**config.mk**
```make
export PLATFORM = sky130hd
export DESIGN_NAME = stream_pio_write_command
export DESIGN_NICKNAME = d
export VERILOG_FILES = /design/src/stream_write_pkg.sv /design/src/word_buffer_if.sv /design/src/word_buffer.sv /design/src/stream_limit_table.sv /design/src/stream_pio_write_command.sv
export SDC_FILE = /design/constraint.sdc
export NUM_CORES = 1
export LEC_CHECK = 0
export ABC_AREA = 1
export ABC_CLOCK_PERIOD_IN_PS = 4650
export CORE_MARGIN = 1
export CORE_UTILIZATION = 35
export DETAILED_ROUTE_END_ITERATION = 12
export DONT_BUFFER_PORTS = 1
export GPL_ROUTABILITY_DRIVEN = 0
export HOLD_SLACK_MARGIN = 0.12
export PLACE_DENSITY = 0.45
export SYNTH_ARGS = -nofsm -noshare
export SYNTH_HDL_FRONTEND = slang
export SYNTH_HIERARCHICAL = 1
export SYNTH_SLANG_ARGS = --single-unit
```
**constraint.sdc**
```tcl
create_clock -name clk_in -period 4.65 [get_ports clk_in]
set_input_delay 0.93 -clock clk_in [delete_from_list [all_inputs] [get_ports clk_in]]
set_output_delay 0.93 -clock clk_in [all_outputs]
set_load 0.02 [all_outputs]
```
**src/stream_write_pkg.sv**
```systemverilog
package stream_write_pkg;

  // Opcode and feature bit positions
  localparam logic [7:0] OPCODE_STREAM_WRITE = 8'h3B;
  localparam int         URGENT_BIT          = 7;
  localparam int         CONT_ERR_BIT        = 6;
  localparam int         FLUSH_BIT           = 5;
  localparam int         RESUME_BIT          = 4;
  localparam int         STREAM_IDENTIFIER_MSB       = 2;

  // Status register bit positions
  localparam int         ST_BUSY             = 7;
  localparam int         ST_READY            = 6;
  localparam int         ST_STREAM_ERR       = 5;
  localparam int         ST_DATA_REQ         = 3;
  localparam int         ST_ERR              = 0;

  // Error register bit positions
  localparam int         ER_IDNF             = 4;
  localparam int         ER_ABORT            = 2;
  localparam int         ER_TIMEOUT          = 0;

  // Reset values
  localparam logic [7:0] STATUS_RESET        = 8'h40;
  localparam logic [7:0] ERROR_RESET         = 8'h00;

  // Time unit per multiplier step, one microsecond in cycles at 20 MHz
  localparam int         CLK_MHZ             = 20;
  localparam int         UNIT_US             = 1;
  localparam int         UNIT_CYCLES         = UNIT_US * CLK_MHZ;
  localparam int         NUM_STREAMS         = 8;

  typedef enum logic [2:0] {
    ST_IDLE  = 3'b000,
    ST_XFER  = 3'b001,
    ST_FLUSH = 3'b010,
    ST_DONE  = 3'b011
  } cmd_state_type;

endpackage

```
**src/word_buffer_if.sv**
```systemverilog
`timescale 1ns/1ps
interface word_buffer_if #(parameter int WIDTH = 16);
  logic             in_valid;
  logic             in_ready;
  logic [WIDTH-1:0] in_data;
  logic             out_valid;
  logic             out_ready;
  logic [WIDTH-1:0] out_data;
  modport buffer (input in_valid, in_data, out_ready, output in_ready, out_valid, out_data);
  modport user (output in_valid, in_data, out_ready, input in_ready, out_valid, out_data);
endinterface

```
**src/word_buffer.sv**
```systemverilog
`timescale 1ns/1ps
module word_buffer
  import stream_write_pkg::*;
#(
  parameter int WIDTH = 16,
  parameter int DEPTH = 2
)
(
  // Clock and reset
  input  wire logic   clk_in,
  input  wire logic   rst_n_in,
  // Data path
  word_buffer_if.buffer bus
);
  localparam int AW = $clog2(DEPTH);
  logic [WIDTH-1:0] mem_reg [DEPTH];
  logic [AW-1:0]    wr_reg;
  logic [AW-1:0]    rd_reg;
  logic [AW:0]      cnt_reg;
  logic [WIDTH-1:0] dout_reg;
  logic             dval_reg;
  wire              push = bus.in_valid && bus.in_ready;
  wire              load = (cnt_reg != '0) && (!dval_reg || bus.out_ready);

  // Registered read port; entries stay in memory until moved to the output
  assign bus.in_ready  = cnt_reg != (AW+1)'(DEPTH);
  assign bus.out_valid = dval_reg;
  assign bus.out_data  = dout_reg;

  always_ff @(posedge clk_in)
  begin
    if (push)
      mem_reg[wr_reg] <= bus.in_data;
    if (load)
      dout_reg <= mem_reg[rd_reg];
  end

  always_ff @(posedge clk_in)
  begin
    if (!rst_n_in)
    begin
      wr_reg   <= '0;
      rd_reg   <= '0;
      cnt_reg  <= '0;
      dval_reg <= 1'b0;
    end
    else
    begin
      if (push)
        wr_reg <= (wr_reg == AW'(DEPTH-1)) ? '0 : wr_reg + 1'b1;
      if (load)
        rd_reg <= (rd_reg == AW'(DEPTH-1)) ? '0 : rd_reg + 1'b1;
      cnt_reg  <= cnt_reg + (AW+1)'(push) - (AW+1)'(load);
      if (load)
        dval_reg <= 1'b1;
      else if (bus.out_ready)
        dval_reg <= 1'b0;
    end
  end
endmodule // word_buffer

```
**src/stream_limit_table.sv**
```systemverilog
`timescale 1ns/1ps
module stream_limit_table
  import stream_write_pkg::*;
#(
  parameter int ENTRIES = NUM_STREAMS,
  parameter int WIDTH   = 16
)
(
  // Clock
  input  wire logic                       clk_in,
  // Write port
  input  wire logic                       wr_en_in,
  input  wire logic [$clog2(ENTRIES)-1:0] wr_addr_in,
  input  wire logic [WIDTH-1:0]           wr_data_in,
  // Read port, one cycle latency
  input  wire logic [$clog2(ENTRIES)-1:0] rd_addr_in,
  output logic      [WIDTH-1:0]           rd_data_out
);
  logic [WIDTH-1:0] mem_reg [ENTRIES];

  always_ff @(posedge clk_in)
  begin
    if (wr_en_in)
      mem_reg[wr_addr_in] <= wr_data_in;
    rd_data_out <= mem_reg[rd_addr_in];
  end
endmodule // stream_limit_table

```
**src/stream_pio_write_command.sv**
```systemverilog
`timescale 1ns/1ps
module stream_pio_write_command
  import stream_write_pkg::*;
#(
  parameter int         WORDS_PER_SECTOR = 256,
  parameter logic [15:0] TIME_UNIT_US    = 16'h0001,
  parameter logic [31:0] MIN_LIMIT_US    = 32'h0000_0064
)
(
  // Clock and reset
  input  wire logic        clk_in,
  input  wire logic        rst_n_in,
  // Task file writes from host interface
  input  wire logic        cmd_wr_in,
  input  wire logic [7:0]  cmd_in,
  input  wire logic [7:0]  stream_option_flags_in,
  input  wire logic [7:0]  completion_limit_multiplier_in,
  input  wire logic [15:0] sector_count_in,
  input  wire logic [47:0] lba_in,
  // Per-stream default limit configuration
  input  wire logic        cfg_wr_in,
  input  wire logic [2:0]  cfg_stream_in,
  input  wire logic [15:0] cfg_default_in,
  // PIO data from host
  input  wire logic        host_valid_in,
  input  wire logic [15:0] host_data_in,
  output logic             host_ready_out,
  // Data toward media
  output logic             media_valid_out,
  output logic [15:0]      media_data_out,
  input  wire logic        media_ready_in,
  input  wire logic        media_err_in,
  input  wire logic        media_idnf_in,
  // Flush handshake
  output logic             flush_req_out,
  input  wire logic        flush_done_in,
  // Results
  output logic [7:0]       command_ending_status_out,
  output logic [7:0]       error_out,
  output logic [2:0]       stream_identifier_out,
  output logic [47:0]      start_lba_out,
  output logic             intrq_out
);
  cmd_state_type    state_reg;
  cmd_state_type    state_next;
  logic [16:0]      sectors_reg;
  logic [8:0]       words_reg;
  logic [31:0]      limit_us_reg;
  logic [4:0]       unit_cnt_reg;
  logic [31:0]      us_cnt_reg;
  logic             limit_on_reg;
  logic             limit_pend_reg;
  logic [7:0]       mult_reg;
  logic [7:0]       flags_reg;
  logic [15:0]      cfg_valid_reg;
  logic [47:0]      err_lba_reg [NUM_STREAMS];
  logic [47:0]      cur_lba_reg;
  logic             had_err_reg;
  logic [7:0]       status_reg;
  logic [7:0]       error_reg;
  logic             intrq_reg;
  logic             flush_reg;
  logic [15:0]      default_rd;
  logic [24:0]      host_left_reg;
  word_buffer_if #(.WIDTH(16)) buf_if ();

  wire start = cmd_wr_in && (cmd_in == OPCODE_STREAM_WRITE) && (state_reg == ST_IDLE);
  wire [2:0]  sid      = stream_option_flags_in[STREAM_IDENTIFIER_MSB:0];
  wire [2:0]  cur_sid  = flags_reg[STREAM_IDENTIFIER_MSB:0];
  wire        cont_err = flags_reg[CONT_ERR_BIT];
  wire [16:0] req_sectors = (sector_count_in == 16'h0000) ? 17'h1_0000 : {1'b0, sector_count_in};
  wire        xfer_word   = buf_if.out_valid && media_ready_in;
  wire        last_word   = xfer_word && (words_reg == 9'(WORDS_PER_SECTOR - 1));
  wire        last_sector = last_word && (sectors_reg == 17'h0_0001);
  wire        timed_out   = limit_on_reg && (us_cnt_reg >= limit_us_reg);
  wire [31:0] direct_us   = 32'(mult_reg) * 32'(TIME_UNIT_US);
  wire [31:0] default_us  = 32'(default_rd) * 32'(TIME_UNIT_US);
  wire [31:0] chosen_us   = (mult_reg != 8'h00) ? direct_us : default_us;
  wire        chosen_on   = (mult_reg != 8'h00) ||
                            (cfg_valid_reg[cur_sid] && default_rd != 16'h0000);
  wire [31:0] clamped_us  = (chosen_us < MIN_LIMIT_US) ? MIN_LIMIT_US : chosen_us;

  wire        host_push   = host_valid_in && host_ready_out;
  // Ready drops after each word taken, so a registered ready never overfills
  wire        host_ready_next = (state_next == ST_XFER) && buf_if.in_ready && !host_push &&
                                (host_left_reg != 25'h000_0000);
  wire [47:0] first_lba   = stream_option_flags_in[RESUME_BIT] ? err_lba_reg[sid] : lba_in;
  assign buf_if.in_valid  = host_push;
  assign buf_if.in_data   = host_data_in;
  assign buf_if.out_ready = media_ready_in;

  word_buffer #(.WIDTH(16), .DEPTH(2)) u_buf (
    .clk_in   (clk_in),
    .rst_n_in (rst_n_in),
    .bus      (buf_if.buffer)
  );

  stream_limit_table #(.ENTRIES(NUM_STREAMS), .WIDTH(16)) u_tbl (
    .clk_in      (clk_in),
    .wr_en_in    (cfg_wr_in),
    .wr_addr_in  (cfg_stream_in),
    .wr_data_in  (cfg_default_in),
    .rd_addr_in  (sid),
    .rd_data_out (default_rd)
  );

  always_comb
  begin
    state_next = state_reg;
    unique case (state_reg)
      ST_IDLE:
        if (start)
          state_next = ST_XFER;
      ST_XFER:
        if (timed_out)
          state_next = ST_DONE;
        else if (last_sector)
          state_next = flags_reg[FLUSH_BIT] ? ST_FLUSH : ST_DONE;
      ST_FLUSH:
        if (flush_done_in || timed_out)
          state_next = ST_DONE;
      ST_DONE:
        state_next = ST_IDLE;
      default:
        state_next = ST_IDLE;
    endcase
  end

  always_ff @(posedge clk_in)
  begin
    if (!rst_n_in)
      state_reg <= ST_IDLE;
    else
      state_reg <= state_next;
  end

  // Transfer counters and stream position
  always_ff @(posedge clk_in)
  begin
    if (!rst_n_in)
    begin
      sectors_reg <= '0;
      words_reg   <= '0;
      flags_reg   <= '0;
      mult_reg    <= '0;
      cur_lba_reg <= '0;
    end
    else if (start)
    begin
      sectors_reg <= req_sectors;
      words_reg   <= '0;
      flags_reg   <= stream_option_flags_in;
      mult_reg    <= completion_limit_multiplier_in;
      cur_lba_reg <= first_lba;
    end
    else if (xfer_word)
    begin
      words_reg <= last_word ? '0 : words_reg + 9'h001;
      if (last_word)
      begin
        sectors_reg <= sectors_reg - 17'h0_0001;
        cur_lba_reg <= cur_lba_reg + 48'h0000_0000_0001;
      end
    end
  end

  always_ff @(posedge clk_in)
  begin
    if (!rst_n_in)
      cfg_valid_reg <= '0;
    else if (cfg_wr_in)
      cfg_valid_reg[cfg_stream_in] <= 1'b1;
  end

  always_ff @(posedge clk_in)
  begin
    if (state_reg == ST_XFER && media_err_in)
      err_lba_reg[cur_sid] <= cur_lba_reg;
  end

  // timing from opcode write to interrupt
  always_ff @(posedge clk_in)
  begin
    if (!rst_n_in)
    begin
      limit_on_reg   <= 1'b0;
      limit_pend_reg <= 1'b0;
      limit_us_reg   <= '0;
      unit_cnt_reg   <= '0;
      us_cnt_reg     <= '0;
    end
    else if (start)
    begin
      limit_on_reg   <= 1'b0;
      limit_pend_reg <= 1'b1;
      unit_cnt_reg   <= '0;
      us_cnt_reg     <= '0;
    end
    else
    begin
      // Table read takes one cycle, so the limit settles after the start
      if (limit_pend_reg)
      begin
        limit_pend_reg <= 1'b0;
        limit_on_reg   <= chosen_on;
        limit_us_reg   <= clamped_us;
      end
      if (unit_cnt_reg == 5'(UNIT_CYCLES - 1))
      begin
        unit_cnt_reg <= '0;
        us_cnt_reg   <= us_cnt_reg + 32'h0000_0001;
      end
      else
        unit_cnt_reg <= unit_cnt_reg + 5'h01;
    end
  end

  // Ending status, error log and interrupt
  always_ff @(posedge clk_in)
  begin
    if (!rst_n_in)
    begin
      status_reg  <= STATUS_RESET;
      error_reg   <= ERROR_RESET;
      had_err_reg <= 1'b0;
      intrq_reg   <= 1'b0;
      flush_reg   <= 1'b0;
    end
    else
    begin
      intrq_reg <= 1'b0;
      flush_reg <= (state_next == ST_FLUSH);
      if (start)
      begin
        status_reg  <= 8'h00;
        status_reg[ST_BUSY] <= 1'b1;
        error_reg   <= ERROR_RESET;
        had_err_reg <= 1'b0;
      end
      else if (state_reg == ST_XFER || state_reg == ST_FLUSH)
      begin
        status_reg[ST_BUSY]     <= 1'b0;
        status_reg[ST_DATA_REQ] <= (state_reg == ST_XFER);
        if (media_err_in)
        begin
          had_err_reg <= 1'b1;
          error_reg[ER_IDNF]  <= error_reg[ER_IDNF] | media_idnf_in;
          error_reg[ER_ABORT] <= error_reg[ER_ABORT] | !media_idnf_in;
        end
        if (timed_out)
          error_reg[ER_TIMEOUT] <= 1'b1;
      end
      else if (state_reg == ST_DONE)
      begin
        status_reg[ST_BUSY]     <= 1'b0;
        status_reg[ST_READY]    <= 1'b1;
        status_reg[ST_DATA_REQ] <= 1'b0;
        // stream error, no ERR with continue
        status_reg[ST_STREAM_ERR] <= had_err_reg || error_reg[ER_TIMEOUT];
        status_reg[ST_ERR] <= !cont_err && (had_err_reg || error_reg[ER_TIMEOUT]);
        intrq_reg <= 1'b1;
      end
    end
  end

  always_ff @(posedge clk_in)
  begin
    if (!rst_n_in)
    begin
      host_left_reg  <= '0;
      host_ready_out <= 1'b0;
    end
    else
    begin
      if (start)
        host_left_reg <= 25'(req_sectors) * 25'(WORDS_PER_SECTOR);
      else if (host_push)
        host_left_reg <= host_left_reg - 25'h000_0001;
      host_ready_out <= host_ready_next;
    end
  end

  always_ff @(posedge clk_in)
  begin
    if (!rst_n_in)
    begin
      stream_identifier_out <= '0;
      start_lba_out         <= '0;
    end
    else if (start)
    begin
      stream_identifier_out <= sid;
      start_lba_out         <= first_lba;
    end
  end

  // Buffer output stage is the media register, so stalls hold the word
  assign media_valid_out           = buf_if.out_valid;
  assign media_data_out            = buf_if.out_data;
  assign command_ending_status_out = status_reg;
  assign error_out                 = error_reg;
  assign intrq_out                 = intrq_reg;
  assign flush_req_out             = flush_reg;
endmodule // stream_pio_write_command

```
==> out/qor.yml <==
run_status:
  run_status: "finished clean"
place:
  placed_cell_area_mm2: 0.0376
  portBuffers: 0
  dp_slack_ns: 1.42
  dpl.hpwl_um: 68400
clock_tree:
  clkTransAtPathRegs_ns: 0.06
  htreeDepth: 3
  numCtsBuffers: 93
  cts_resized: 0
  root_buffer: "clkbuf_16"
  cts_setup_buffers: 0
  clock-sinks: 819
  cts_tree: "done"
  clock_latency_ns: 0.67
  hold_buffers: 0
  clockBufferDepth: 3
pwr:
  power.density_mw_per_mm2: 395
  combPwrFrac_pct: 4.2
  p_seq_share_pct: 50.5
  clock_power_share_pct: 45.3
  p_int_uw: 12300
  irDropWorstVdd_mv: 0.284
  power_switching_uw: 3670
  swShare_pct: 22.9
  leakage_uw: 0.0162
critical_path:
  critPathCapture: "err_lba_reg[0][13]"
  crit_required_ns: 4.95
  startpoint: "state_reg[2]"
  ff2ff_path_depth: 8
  worst-setup-path-type: "register to register"
  r2r-start: "state_reg[2]"
  cp-end-kind: "register"
  worstPathArrival_ns: 3.18
  startpoint_type: "register"
  r2r_slack_ns: 1.77
  worstReg2RegEnd: "err_lba_reg[0][13]"
  path_max_fanout: 23
detailed_routing:
  first_pass_iters: 6
  vias_per_cell: 4.97
  drtIter0Drc: 1789
  routed_wl_um: 109000
  routedWlPerCell_um: 20.7
  vias: 26100
  drtAntennaViolNets: 0
  drc: 0
global_route:
  grt_pass1_vias: 25000
  grt_first_pass_wirelength_um: 162000
  grt_max_degree: 304
  gr-usage-all-layers_pct: 20.8
  antenna_found_initial: 5
  grt_overflow: 0
sta:
  final_hold_viol_count: 0
  final.setup.tns_ns: 0
  timing.fmax_ghz: 0.348
  rsz0062_at_grt: "false"
  hold_slack_ns: 0.359
  fin_ws_ns: 1.77
  tightest_slew_ns: 1.04
  fin_worst_skew_ns: 0.0247
  finalCriticalPeriod_ns: 2.88
  maxSlewHeadroom_pct: 31.0
  fin_crit_sh_pct: 61.9
  setup_violations: 0
  drv_slew: 0
floorplan:
  die_h_um: 324
  ios: 219
  initial_core_util_pct: 35.5
  rows: 117
  die_x_um: 324
  core-area_mm2: 0.102
  die-area_mm2: 0.105
yosys:
  ys_seq_area_share_pct: 60.6
  yosysMostFrequentCell: "nand2_1"
  ys.flop_type: "edfxtp_1"
  yosysTopAreaCell: "edfxtp_1"
  synth_common_cells: "812 x nand2_1, 560 x edfxtp_1, 525 x nor2_1"
  ys.warnings.count: 6
  synth_cells: 3838
  synth_seq_cells: 819
  synth_area_leaders: "edfxtp_1 46%, dfxtp_1 14%, nand2_1 8.4%, nor2_1 5.4%, inv_1 4.2%"
  synth_top_area_share_pct: 46.3
  syn_avg_cell_area_um2: 9.46
  synth_area_mm2: 0.0363
  synth_edf_count: 560
  ys_types: 59
  synthArstFlopShare_pct: 0
layout:
  fin_util_pct: 39.7
  seq_area_mm2: 0.0220
  drive_above_1_share_pct: 7.35
  fillerInstances: 10200
  area_growth_pct: 11.8
  largest_register_ff_count: 384
  multi_input_area_mm2: 0.0119
  design_area_mm2: 0.0406
  finalNetCount: 3970
hold_path:
  hp-class: "input pin to register"
  whs_path_depth: 0
flow_run:
  cap_violations: 0
## critical path, cell delays in order (launching register included)
cell     delay, ns
dfxtp_1       0.31
inv_1         0.08
nand2_1       0.10
nor2_1        0.13
inv_1         0.08
nor2_1        0.36
nand2_1       0.34
nor2_4        0.59
buf_4         0.51
## cells in the final DEF (no fill, tap or decap), types with 9 or more instances in the layout
cell type,synthesis,layout
nand2_1,812,811
edfxtp_1,560,560
nor2_1,525,517
inv_1,405,403
dfxtp_1,259,259
nand3_1,241,241
o21ai_0,234,234
a21oi_1,142,142
clkbuf_16,0,95
o211ai_1,52,52
nor3_1,45,45
buf_4,35,42
o22ai_1,37,37
xor2_1,37,37
nand4_1,33,33
clkbuf_1,58,28
o221ai_1,25,25
ha_1,24,24
or2_2,23,23
o21ai_1,22,22
a31oi_1,22,22
o211a_1,18,18
nor2_4,9,17
xnor2_1,15,15
a22o_1,15,15
clkinv_2,0,15
clkinv_1,3,12
nor2_2,12,12
clkbuf_8,0,12
nor4_1,10,10
nor3_2,9,9
nand2_2,9,9
inv_2,7,9
conb_1,1,9
## per-stage QoR
| step | total power, µW | std cells |
|---|---|---|
| 5_1_grt | 16600 | 5262 |
| 2_1_floorplan | 8790 | 3846 |
| 4_1_cts | 16200 | 5259 |
| 3_5_place_dp | 8930 | 5087 |
| 3_3_place_gp | 8920 | 5087 |
| 6_report | 16000 | 5262 |
## kinds of logic (layout without fill, tap and decap cells)
logic type,after synthesis,count (layout),synth area share [%]
other cells,1,12,0.0103
buf+inv,591,636,6.96
simple gates,1759,1759,20.8
flops,819,819,60.6
xor+xnor,52,52,1.25
fa+ha+maj,24,24,0.827
compound gates,592,592,9.59
## power groups by stage
stage          clock network [µW]  registers [µW]  logic, µW
4_1_cts                      7430            8090        688
3_5_place_dp                    0            8240        685
6_report                     7250            8080        676
3_3_place_gp                    0            8240        682
2_1_floorplan                   0            8180        604
5_1_grt                      7710            8100        774
## how the worst min path moves through the flow
stage | endpoint | startpoint | slack (ns)
6_report | u_buf/mem_reg[1][0] | host_data_in[0] | 0.36
5_1_grt | u_tbl/mem_reg[7][6] | cfg_default_in[6] | 0.31
4_1_cts | u_tbl/mem_reg[7][6] | cfg_default_in[6] | 0.30
3_5_place_dp | unit_cnt_reg[0] | unit_cnt_reg[0] | 0.44
3_3_place_gp | unit_cnt_reg[0] | unit_cnt_reg[0] | 0.43
2_1_floorplan | unit_cnt_reg[0] | unit_cnt_reg[0] | 0.42
## per-layer routing
metal	vias up	global-route usage, %	wire length (µm)
met2	617	33.7	50700
met1	12500	27.7	48600
li1	12900	-	-
met3	171	4.63	6810
met4	0	6.33	2890
met5	-	0	0
## cell type report
type                       count  share of cell area [%]
clock buffer                 135                    6.52
timing repair buffer          47                    1.02
inverter                     417                    3.88
clock inverter                37                   0.863
antenna                        3                  0.0185
tap                         1368                    4.22
multi-input combinational   2436                    29.3
sequential                   819                    54.2
Note: power is estimated with default switching activity, not from simulation.
